<file path="config.mk">
export PLATFORM = sky130hd
export DESIGN_NAME = mcg_config_top
export DESIGN_NICKNAME = d
export VERILOG_FILES = /design/src/verilog/mcg_pkg.sv /design/src/verilog/mcg_gain_stage.sv /design/src/verilog/mcg_phase_sum.sv /design/src/verilog/mcg_config_top.sv
export SDC_FILE = /design/constraint.sdc
export NUM_CORES = 1
export LEC_CHECK = 0
export BUFFER_PORTS_ARGS = -buffer_cell sky130_fd_sc_hd__buf_2
export CAP_MARGIN = 5
export CORE_AREA = 4 4 312 314
export CTS_CLUSTER_DIAMETER = 100
export DETAILED_ROUTE_END_ITERATION = 6
export DIE_AREA = 0 0 316 318
export GPL_ROUTABILITY_DRIVEN = 1
export SYNTH_ARGS = -nofsm -noshare
export SYNTH_HDL_FRONTEND = slang
export SYNTH_SLANG_ARGS = --single-unit
</file>
<file path="constraint.sdc">
create_clock -name pclk -period 6.7 [get_ports pclk]
set_input_delay 1.34 -clock pclk [delete_from_list [all_inputs] [get_ports pclk]]
set_output_delay 1.34 -clock pclk [all_outputs]
set_load 0.05 [all_outputs]
</file>
<file path="src/verilog/mcg_pkg.sv">
/*
  Shared constants and types of the metering compute and gain config bank.
  Assumes APB with 32-bit data; registers sit at four times their index.
*/
`default_nettype none

package mcg_pkg;

  // ---------------------------------------------------------------
  // Widths
  // ---------------------------------------------------------------
  localparam int MCG_ADDR_W   = 20;
  localparam int MCG_DATA_W   = 32;
  localparam int MCG_REG_W    = 16;
  localparam int MCG_SAMPLE_W = 16;
  localparam int MCG_GAINED_W = 20;
  localparam int MCG_POWER_W  = 24;
  localparam int MCG_SUM_W    = 26;
  localparam int MCG_ACC_W    = 32;
  localparam int MCG_RMS_W    = 24;

  // ---------------------------------------------------------------
  // Register map: printed indices, byte address is four times index
  // ---------------------------------------------------------------
  localparam logic [15:0] MCG_IDX_COMPUTATION_MODE = 16'he60e;
  localparam logic [15:0] MCG_IDX_INPUT_GAIN       = 16'he60f;
  localparam logic [MCG_ADDR_W-1:0] MCG_ADDR_COMPUTATION_MODE =
    {2'h0, MCG_IDX_COMPUTATION_MODE, 2'h0};
  localparam logic [MCG_ADDR_W-1:0] MCG_ADDR_INPUT_GAIN =
    {2'h0, MCG_IDX_INPUT_GAIN, 2'h0};

  // ---------------------------------------------------------------
  // Reset values and writable bits
  // ---------------------------------------------------------------
  localparam logic [MCG_REG_W-1:0] MCG_COMPUTATION_MODE_RST  = 16'h01ff;
  localparam logic [MCG_REG_W-1:0] MCG_COMPUTATION_MODE_MASK = 16'h7fff;
  localparam logic [MCG_REG_W-1:0] MCG_GAIN_RST      = 16'h0000;
  localparam logic [MCG_REG_W-1:0] MCG_GAIN_MASK     = 16'h01ff;

  // ---------------------------------------------------------------
  // Field positions
  // ---------------------------------------------------------------
  localparam int MCG_POS_PULSE_ONE   = 0;
  localparam int MCG_POS_PULSE_TWO   = 3;
  localparam int MCG_POS_PULSE_THREE = 6;
  localparam int MCG_POS_ANGLE       = 9;
  localparam int MCG_POS_NOMINAL     = 11;
  localparam int MCG_POS_LINE_FREQ   = 14;
  localparam int MCG_POS_I_GAIN      = 0;
  localparam int MCG_POS_N_GAIN      = 3;
  localparam int MCG_POS_V_GAIN      = 6;

  // Highest legal gain code, gain 16
  localparam logic [2:0] MCG_GAIN_CODE_MAX = 3'h4;
  // Accumulated energy per output pulse
  localparam logic [MCG_ACC_W-1:0] MCG_PULSE_THRESHOLD = 32'h0100_0000;

  // ---------------------------------------------------------------
  // Types
  // ---------------------------------------------------------------
  typedef enum logic [1:0] {
    MCG_ANGLE_V_TO_I = 2'h0,
    MCG_ANGLE_V_TO_V = 2'h1,
    MCG_ANGLE_I_TO_I = 2'h2,
    MCG_ANGLE_OFF    = 2'h3
  } mcg_angle_t;

  typedef struct packed {
    logic             spare;
    logic             line_frequency_select;
    logic [2:0]       nominal_voltage_use;
    mcg_angle_t       angle_measure_select;
    logic [2:0]       pulse_three_phase_include;
    logic [2:0]       pulse_two_phase_include;
    logic [2:0]       pulse_one_phase_include;
  } mcg_computation_mode_t;

  typedef struct packed {
    logic [6:0]       spare;
    logic [2:0]       phase_voltage_gain;
    logic [2:0]       neutral_current_gain;
    logic [2:0]       phase_current_gain;
  } mcg_gain_t;

  typedef struct packed {
    logic                    psel;
    logic                    penable;
    logic                    pwrite;
    logic [MCG_ADDR_W-1:0]   paddr;
    logic [MCG_DATA_W-1:0]   pwdata;
    logic [3:0]              pstrb;
  } mcg_apb_req_t;

  typedef struct packed {
    logic                    pready;
    logic                    pslverr;
    logic [MCG_DATA_W-1:0]   prdata;
  } mcg_apb_rsp_t;

endpackage : mcg_pkg

`default_nettype wire

</file>
<file path="src/verilog/mcg_gain_stage.sv">
/*
  One analog input gain stage: folds reserved codes and scales a sample.
  Assumes samples and code come from logic on pclk.
*/
`default_nettype none

module mcg_gain_stage
  import mcg_pkg::*;
(
  // Clock and reset
  input  wire logic                    pclk,
  input  wire logic                    presetn,
  // Sample in
  input  wire logic [2:0]              gain_code,
  input  wire logic [MCG_SAMPLE_W-1:0] sample_in,
  // Scaled sample out
  output logic      [MCG_GAINED_W-1:0] sample_out
);

  // -----------------------------------------------------------------
  // Gain fold
  // -----------------------------------------------------------------
  logic [2:0] shift;

  // Reserved codes behave as unity gain
  assign shift = (gain_code > MCG_GAIN_CODE_MAX) ? 3'h0 : gain_code;

  always_ff @(posedge pclk or negedge presetn) begin
    if (!presetn) begin
      sample_out <= '0;
    end else begin
      sample_out <= MCG_GAINED_W'({4'h0, sample_in} << shift);
    end
  end

endmodule : mcg_gain_stage

`default_nettype wire

</file>
<file path="src/verilog/mcg_phase_sum.sv">
/*
  Sum of per-phase power over the phases a pulse output includes.
  Assumes power values are unsigned magnitudes on pclk.
*/
`default_nettype none

module mcg_phase_sum
  import mcg_pkg::*;
(
  // Clock and reset
  input  wire logic                   pclk,
  input  wire logic                   presetn,
  // Phase selection and powers
  input  wire logic [2:0]             phase_include,
  input  wire logic [MCG_POWER_W-1:0] power_a,
  input  wire logic [MCG_POWER_W-1:0] power_b,
  input  wire logic [MCG_POWER_W-1:0] power_c,
  // Selected sum
  output logic      [MCG_SUM_W-1:0]   power_sum
);

  // -----------------------------------------------------------------
  // Masked sum
  // -----------------------------------------------------------------
  logic [MCG_SUM_W-1:0] term_a;
  logic [MCG_SUM_W-1:0] term_b;
  logic [MCG_SUM_W-1:0] term_c;

  assign term_a = phase_include[0] ? {2'h0, power_a} : '0;
  assign term_b = phase_include[1] ? {2'h0, power_b} : '0;
  assign term_c = phase_include[2] ? {2'h0, power_c} : '0;

  always_ff @(posedge pclk or negedge presetn) begin
    if (!presetn) begin
      power_sum <= '0;
    end else begin
      power_sum <= term_a + term_b + term_c;
    end
  end

endmodule : mcg_phase_sum

`default_nettype wire

</file>
<file path="src/verilog/mcg_config_top.sv">
/*
  Computation-mode and input-gain register bank with the logic it steers:
  gain stages, nominal voltage substitution, angle selection, pulse sums.
  Assumes an APB master on pclk and a measurement datapath on pclk.
*/
// Notes on behaviour
// - Bits 0-2 add phases into pulse one
// - Bits 3-5 add phases into pulse two
// - Bits 6-8 add phases into pulse three
// - Bits 10:9 choose which angles measure
// - Nominal enable clear uses measured rms
// - Bit 11 swaps phase A rms for nominal
// - Bit 12 swaps phase B rms for nominal
// - Bit 13 swaps phase C rms for nominal
// - Bit 15 reads zero, controls nothing
// - Current gain field codes give 1 to 16
// - Reserved gain codes act as unity
// - Neutral gain field at bits 5:3
// - Voltage gain field at bits 8:6
// - Gain bits 15:9 read zero, inert
// - Pulse rate follows sum of included phases
`default_nettype none

module mcg_config_top
  import mcg_pkg::*;
(
  // Clock and reset
  input  wire logic                    pclk,
  input  wire logic                    presetn,
  // APB slave
  input  wire mcg_apb_req_t            apb_req,
  output mcg_apb_rsp_t                 apb_rsp,
  // Raw samples: currents a b c, neutral, voltages a b c
  input  wire logic [MCG_SAMPLE_W-1:0] current_sample_a,
  input  wire logic [MCG_SAMPLE_W-1:0] current_sample_b,
  input  wire logic [MCG_SAMPLE_W-1:0] current_sample_c,
  input  wire logic [MCG_SAMPLE_W-1:0] neutral_sample,
  input  wire logic [MCG_SAMPLE_W-1:0] voltage_sample_a,
  input  wire logic [MCG_SAMPLE_W-1:0] voltage_sample_b,
  input  wire logic [MCG_SAMPLE_W-1:0] voltage_sample_c,
  // Scaled samples
  output logic      [MCG_GAINED_W-1:0] current_scaled_a,
  output logic      [MCG_GAINED_W-1:0] current_scaled_b,
  output logic      [MCG_GAINED_W-1:0] current_scaled_c,
  output logic      [MCG_GAINED_W-1:0] neutral_scaled,
  output logic      [MCG_GAINED_W-1:0] voltage_scaled_a,
  output logic      [MCG_GAINED_W-1:0] voltage_scaled_b,
  output logic      [MCG_GAINED_W-1:0] voltage_scaled_c,
  // Rms voltage path
  input  wire logic [MCG_RMS_W-1:0]    nominal_voltage_value,
  input  wire logic [MCG_RMS_W-1:0]    measured_rms_a,
  input  wire logic [MCG_RMS_W-1:0]    measured_rms_b,
  input  wire logic [MCG_RMS_W-1:0]    measured_rms_c,
  output logic      [MCG_RMS_W-1:0]    effective_rms_a,
  output logic      [MCG_RMS_W-1:0]    effective_rms_b,
  output logic      [MCG_RMS_W-1:0]    effective_rms_c,
  output logic      [2:0]              voltage_input_ignored,
  // Angle measurement and line frequency
  output logic                         angle_voltage_to_current,
  output logic                         angle_voltage_to_voltage,
  output logic                         angle_current_to_current,
  output logic                         line_frequency_select,
  // Per-phase power for each pulse output
  input  wire logic [MCG_POWER_W-1:0]  pulse_power_a [3],
  input  wire logic [MCG_POWER_W-1:0]  pulse_power_b [3],
  input  wire logic [MCG_POWER_W-1:0]  pulse_power_c [3],
  // Pulse outputs and their sums
  output logic      [MCG_SUM_W-1:0]    pulse_power_sum [3],
  output logic                         pulse_output_one,
  output logic                         pulse_output_two,
  output logic                         pulse_output_three
);

  // -----------------------------------------------------------------
  // APB decode
  // -----------------------------------------------------------------
  logic                  setup_phase;
  logic                  access_phase;
  logic                  hit_computation_mode;
  logic                  hit_gain;
  logic                  hit_any;
  logic                  write_computation_mode;
  logic                  write_gain;
  logic [MCG_REG_W-1:0]  lane_mask;

  assign setup_phase  = apb_req.psel && !apb_req.penable;
  assign access_phase = apb_req.psel && apb_req.penable;
  assign hit_computation_mode = apb_req.paddr == MCG_ADDR_COMPUTATION_MODE;
  assign hit_gain     = apb_req.paddr == MCG_ADDR_INPUT_GAIN;
  assign hit_any      = hit_computation_mode || hit_gain;

  // Only the two low byte lanes carry register bits
  assign lane_mask = {{8{apb_req.pstrb[1]}}, {8{apb_req.pstrb[0]}}};

  // Unmapped writes are refused, nothing is stored
  assign write_computation_mode = access_phase && apb_req.pwrite && hit_computation_mode;
  assign write_gain     = access_phase && apb_req.pwrite && hit_gain;

  // -----------------------------------------------------------------
  // Registers
  // -----------------------------------------------------------------
  logic [MCG_REG_W-1:0] computation_mode_reg;
  logic [MCG_REG_W-1:0] computation_mode_next;
  logic [MCG_REG_W-1:0] input_gain_reg;
  logic [MCG_REG_W-1:0] input_gain_next;
  logic [MCG_REG_W-1:0] write_data;

  assign write_data = apb_req.pwdata[MCG_REG_W-1:0];

  // Reserved bits never store, so they always read zero
  assign computation_mode_next =
    (computation_mode_reg & ~(lane_mask & MCG_COMPUTATION_MODE_MASK)) |
    (write_data & lane_mask & MCG_COMPUTATION_MODE_MASK);
  assign input_gain_next =
    (input_gain_reg & ~(lane_mask & MCG_GAIN_MASK)) |
    (write_data & lane_mask & MCG_GAIN_MASK);

  always_ff @(posedge pclk or negedge presetn) begin
    if (!presetn) begin
      computation_mode_reg <= MCG_COMPUTATION_MODE_RST;
    end else if (write_computation_mode) begin
      computation_mode_reg <= computation_mode_next;
    end
  end

  always_ff @(posedge pclk or negedge presetn) begin
    if (!presetn) begin
      input_gain_reg <= MCG_GAIN_RST;
    end else if (write_gain) begin
      input_gain_reg <= input_gain_next;
    end
  end

  // -----------------------------------------------------------------
  // Read path
  // -----------------------------------------------------------------
  // Read data is captured in setup so it is a flop during access
  logic [MCG_REG_W-1:0]  read_select;
  logic [MCG_DATA_W-1:0] read_data_reg;

  assign read_select = hit_computation_mode ? computation_mode_reg :
                       hit_gain     ? input_gain_reg : '0;

  always_ff @(posedge pclk or negedge presetn) begin
    if (!presetn) begin
      read_data_reg <= '0;
    end else if (setup_phase) begin
      read_data_reg <= {16'h0000, read_select};
    end
  end

  // Zero wait states; error only for an unmapped address
  assign apb_rsp.pready  = 1'b1;
  assign apb_rsp.pslverr = access_phase && !hit_any;
  assign apb_rsp.prdata  = read_data_reg;

  // -----------------------------------------------------------------
  // Field views
  // -----------------------------------------------------------------
  mcg_computation_mode_t mode;
  mcg_gain_t     gain;

  assign mode = mcg_computation_mode_t'(computation_mode_reg);
  assign gain = mcg_gain_t'(input_gain_reg);

  // -----------------------------------------------------------------
  // Angle measurement and line frequency
  // -----------------------------------------------------------------
  assign angle_voltage_to_current =
    mode.angle_measure_select == MCG_ANGLE_V_TO_I;
  assign angle_voltage_to_voltage =
    mode.angle_measure_select == MCG_ANGLE_V_TO_V;
  assign angle_current_to_current =
    mode.angle_measure_select == MCG_ANGLE_I_TO_I;

  // Only carried out; the host picks the value for its mains
  assign line_frequency_select = mode.line_frequency_select;

  // -----------------------------------------------------------------
  // Gain stages
  // -----------------------------------------------------------------
  logic [MCG_SAMPLE_W-1:0] raw_sample    [7];
  logic [MCG_GAINED_W-1:0] scaled_sample [7];
  logic [2:0]              stage_code    [7];

  assign raw_sample[0] = current_sample_a;
  assign raw_sample[1] = current_sample_b;
  assign raw_sample[2] = current_sample_c;
  assign raw_sample[3] = neutral_sample;
  assign raw_sample[4] = voltage_sample_a;
  assign raw_sample[5] = voltage_sample_b;
  assign raw_sample[6] = voltage_sample_c;

  assign stage_code[0] = gain.phase_current_gain;
  assign stage_code[1] = gain.phase_current_gain;
  assign stage_code[2] = gain.phase_current_gain;
  assign stage_code[3] = gain.neutral_current_gain;
  assign stage_code[4] = gain.phase_voltage_gain;
  assign stage_code[5] = gain.phase_voltage_gain;
  assign stage_code[6] = gain.phase_voltage_gain;

  // Each stage folds codes above 100 back to unity
  generate
    for (genvar g = 0; g < 7; g++) begin : g_gain
      mcg_gain_stage u_stage (
        .pclk       (pclk),
        .presetn    (presetn),
        .gain_code  (stage_code[g]),
        .sample_in  (raw_sample[g]),
        .sample_out (scaled_sample[g])
      );
    end
  endgenerate

  assign current_scaled_a = scaled_sample[0];
  assign current_scaled_b = scaled_sample[1];
  assign current_scaled_c = scaled_sample[2];
  assign neutral_scaled   = scaled_sample[3];
  assign voltage_scaled_a = scaled_sample[4];
  assign voltage_scaled_b = scaled_sample[5];
  assign voltage_scaled_c = scaled_sample[6];

  // -----------------------------------------------------------------
  // Nominal voltage substitution
  // -----------------------------------------------------------------
  logic [MCG_RMS_W-1:0] measured_rms  [3];
  logic [MCG_RMS_W-1:0] effective_rms [3];

  assign measured_rms[0] = measured_rms_a;
  assign measured_rms[1] = measured_rms_b;
  assign measured_rms[2] = measured_rms_c;

  // One flop of latency on both choices keeps the switch glitch free
  generate
    for (genvar p = 0; p < 3; p++) begin : g_rms
      always_ff @(posedge pclk or negedge presetn) begin
        if (!presetn) begin
          effective_rms[p] <= '0;
        end else if (mode.nominal_voltage_use[p]) begin
          effective_rms[p] <= nominal_voltage_value;
        end else begin
          effective_rms[p] <= measured_rms[p];
        end
      end
    end
  endgenerate

  assign effective_rms_a = effective_rms[0];
  assign effective_rms_b = effective_rms[1];
  assign effective_rms_c = effective_rms[2];

  // Tells the datapath to ignore the voltage input of a phase
  assign voltage_input_ignored = mode.nominal_voltage_use;

  // -----------------------------------------------------------------
  // Pulse outputs
  // -----------------------------------------------------------------
  logic [2:0]           phase_include [3];
  logic [MCG_SUM_W-1:0] power_sum     [3];
  logic [MCG_ACC_W-1:0] energy_acc    [3];
  logic [MCG_ACC_W-1:0] energy_next   [3];
  logic [2:0]           pulse_reg;

  assign phase_include[0] = mode.pulse_one_phase_include;
  assign phase_include[1] = mode.pulse_two_phase_include;
  assign phase_include[2] = mode.pulse_three_phase_include;

  // Rate is set by a fixed threshold; coarse but keeps the sum exact
  generate
    for (genvar k = 0; k < 3; k++) begin : g_pulse
      mcg_phase_sum u_sum (
        .pclk          (pclk),
        .presetn       (presetn),
        .phase_include (phase_include[k]),
        .power_a       (pulse_power_a[k]),
        .power_b       (pulse_power_b[k]),
        .power_c       (pulse_power_c[k]),
        .power_sum     (power_sum[k])
      );

      assign energy_next[k] =
        energy_acc[k] + {6'h00, power_sum[k]};

      always_ff @(posedge pclk or negedge presetn) begin
        if (!presetn) begin
          energy_acc[k] <= '0;
          pulse_reg[k]  <= 1'b0;
        end else if (energy_next[k] >= MCG_PULSE_THRESHOLD) begin
          energy_acc[k] <= energy_next[k] - MCG_PULSE_THRESHOLD;
          pulse_reg[k]  <= 1'b1;
        end else begin
          energy_acc[k] <= energy_next[k];
          pulse_reg[k]  <= 1'b0;
        end
      end

      assign pulse_power_sum[k] = power_sum[k];
    end
  endgenerate

  assign pulse_output_one   = pulse_reg[0];
  assign pulse_output_two   = pulse_reg[1];
  assign pulse_output_three = pulse_reg[2];

endmodule : mcg_config_top

`default_nettype wire

</file>
==> results.md <==
* Number of global-route vias before repair at 23,610
* Core Region at 94,590 um^2
* Max FFs per register at 140
* Final setup fails at 0
* Largest registers: g_gain.u_stage.sample_out (140), energy_acc (96), g_pulse.u_sum.power_sum (78)
* Synth async-reset ratio at between 90% and 100%
* Die X at roughly 320 um
* FF-to-FF End: energy_acc[92]$_DFF_PN0_
* Final period utilization at approximately 90%
* # DRC at 0
* DP HPWL at around 85,000 um
* GP Congestion at roughly 0.99
* Worst r2r src: g_pulse[0].u_sum.power_sum[0]$_DFF_PN0_
* Fmax at approximately 160 MHz
* RSZ-0062 raised after global routing: false
* Total Nets Final at ~4,200
* Final core utilization at between 30 and 40%
* Commonest cells post-synth: dfrtp_1 (419), nand2_1 (351), inv_1 (181), a21oi_1 (177), mux2_2 (158)
* VDD IR max at between 0.15 and 0.2 mV
* Area leader, netlist: dfrtp_1
* Max-slew headroom at a little over a third
* Critical path arrival at about 6.7 ns
* Crit-path max FO at 9
* Die Ht at 318 um
* Latest clock arrival within the worst-skew pair at about 0.64 ns
* Pre-Repair DR Iteration Count at 5
* CP endpoint kind: register
* R2r setup slk at 0.49 ns
* Critical Path Sink: energy_acc[92]$_DFF_PN0_
* Synth Register Bits at ~430
* Startpoint types: register
* Avg WL per Cell at ~22 um
* Starting density of the core at between 20% and 30%
* Cell area after synthesis at 27,600 um^2
* Synth cell types at 79
* Final WL at approximately 110,000 um
* Layout Skew at about 0.021 ns
* Row cnt at 113
* Slew of the pin with the lowest slew margin at between 0.9 and 1 ns
* Max-cap violations at 0
* Power Dens Cells at 189.6 nW/um^2
* Setup CP Type: register to register
* Grt ovf at 0
* Leakage at between 0.015 and 0.02 uW
* ANT nets after route at 0
* Synth warnings at 0
* Top FF cell, synth: dfrtp_1
* Setup TNS at 0 ns
* Data required time of the worst path at 7.21 ns
* Worst r2r path cells at 19
* Worst-path clk slew at 0.06 ns
* CTS max path bufs at 3
* Worst Hold Margin at around 0.47 ns
* Top-count cell post-synth: dfrtp_1
* Number of fill cells in the layout at 9,626
* Largest reg by FF count: g_gain.u_stage.sample_out
* Ratio of cells with drive above 1 in the final layout at between 30% and 40%
* # Post-CTS Setup Buffers at 0
* Port-buffer cells at 781
* CTS tree: yes
* TritonCTS Sinks at around 430
* Max-slew violations at 0
* Cts bufs inserted at 56
* Largest cells by area after synthesis: dfrtp_1 (38%), ha_1 (6.9%), mux2_2 (6.4%), fa_1 (5.7%), nand2_1 (4.8%)
* Initial antenna violation count at 34
* Register area share after synthesis at ~39%
* H-tree levels at 2
* Post-synth EDFFs at 0
* Hold buffer count at CTS at 0
* Synth top area share at 37.99%
* Die footprint at 100,500 um^2
* Fin. Hold Viols at 0
* DR vias at between 20,000 and 25,000
* DRT iter0 DRCs at ~1,600
* Fin crit period at between 6 and 7 ns
* CTS root buf: clkbuf_16
* Num ports at a little over 800
* Status: finished clean
* Total track usage at about 20%
* Largest net degree at the start of global routing at 122
* Worst Hold Class: register to register
* First-pass GRT wire length at between 150,000 and 200,000 um
* Post-synthesis cell count at ~2,800
* Average footprint of a synthesized cell at just under 10 um^2
* Drt via density at roughly 5
* Worst setup startpoint: g_pulse[0].u_sum.power_sum[0]$_DFF_PN0_
* Area Overhead vs Synth at 25.84%
critical path, cell delays in order (launching register included):
cell,delay (ns)
dfrtp_1,0.35
ha_1,0.21
fa_1,0.26
a211oi_2,0.11
o21bai_2,0.23
a21o_1,0.20
a211oi_2,0.10
o31ai_1,0.43
a31oi_2,0.23
o311ai_0,0.84
ha_1,0.40
nand2_1,0.06
or4_1,0.40
nor4_1,0.22
or4b_1,0.52
or4_4,0.45
o41ai_4,0.34
nor3_2,0.17
and3_1,0.22
a2111oi_2,0.34
cells by family after synthesis:
logic type / synth area share, %
and+or+nand+nor: 13.16
AOI/OAI and AO/OA: 13.80
DFF: 38.85
buffers and inverters: 4.642
muxes: 12.36
adders and majority gates: 12.59
xor gates and xnor gates: 4.570
other: 0.02721
through the flow:
step | cell area (um^2) | power (uW) | setup slack (ns) | instances
3_5_place_dp | 32790 | 3539 | 0.4929 | 4740
6_report | 34730 | 6585 | 0.4944 | 4855
5_1_grt | 34720 | 6843 | 0.06115 | 4850
2_1_floorplan | 27660 | 3159 | 0.9687 | 2810
4_1_cts | 34700 | 6691 | 0.4747 | 4845
3_3_place_gp | 32790 | 3534 | 0.5579 | 4740
worst min path at each step:
stage / start / to / cells past startpoint
3_5_place_dp: read_data_reg[0]$_DFFE_PN0P_ / read_data_reg[0]$_DFFE_PN0P_ / 2
3_3_place_gp: read_data_reg[4]$_DFFE_PN0P_ / read_data_reg[4]$_DFFE_PN0P_ / 2
5_1_grt: read_data_reg[2]$_DFFE_PN0P_ / read_data_reg[2]$_DFFE_PN0P_ / 2
6_report: read_data_reg[8]$_DFFE_PN0P_ / read_data_reg[8]$_DFFE_PN0P_ / 2
2_1_floorplan: energy_acc[0]$_DFF_PN0_ / energy_acc[0]$_DFF_PN0_ / 1
4_1_cts: read_data_reg[8]$_DFFE_PN0P_ / read_data_reg[8]$_DFFE_PN0P_ / 2
layout make-up:
class,instances,area (um^2),share of cell area [%]
clock inverters,21,265.3,0.7637
repair buffers,804,4116,11.85
flip-flops and latches,428,10720,30.87
inverters,181,679.4,1.956
multi-input cells,2062,15700,45.19
well taps,1265,1583,4.557
clock buffers,84,1647,4.741
diodes,10,25.02,0.07205
report_power, final:
part / total [uW] / switching (uW) / leakage [uW] / internal [uW]
logic: 809 / 551 / 0.0114 / 258
clock network: 3090 / 1270 / 0.000932 / 1820
registers: 2680 / 25.5 / 0.00551 / 2660
cells in the final DEF, fill, tap and decap left out, types with 36 or more instances in the layout:
master	n
mux2i_1	109
ha_1	153
dfrtp_1	419
nor2_1	147
nand2_1	351
a21o_1	62
o21ai_0	126
nor3_1	36
clkbuf_16	56
fa_1	78
xor2_1	43
xnor2_1	101
nand3_1	59
inv_1	181
buf_2	780
a21oi_1	177
mux2_2	158
timing repair:
action / 4_1_cts / 5_1_grt
resized for setup: 0 / 1
endpoints found under the hold margin: 0 / 0
setup endpoints to repair: 0 / 1
layer usage:
metal	up-vias	GRT usage (%)	share of wire, %
met2	800	32.33	46
met5	-	0	0.17
met1	11630	26.98	44
met4	26	5.491	2.8
met3	163	5.353	7.8
li1	11220	-	-
(Power assumes the default switching activity.)
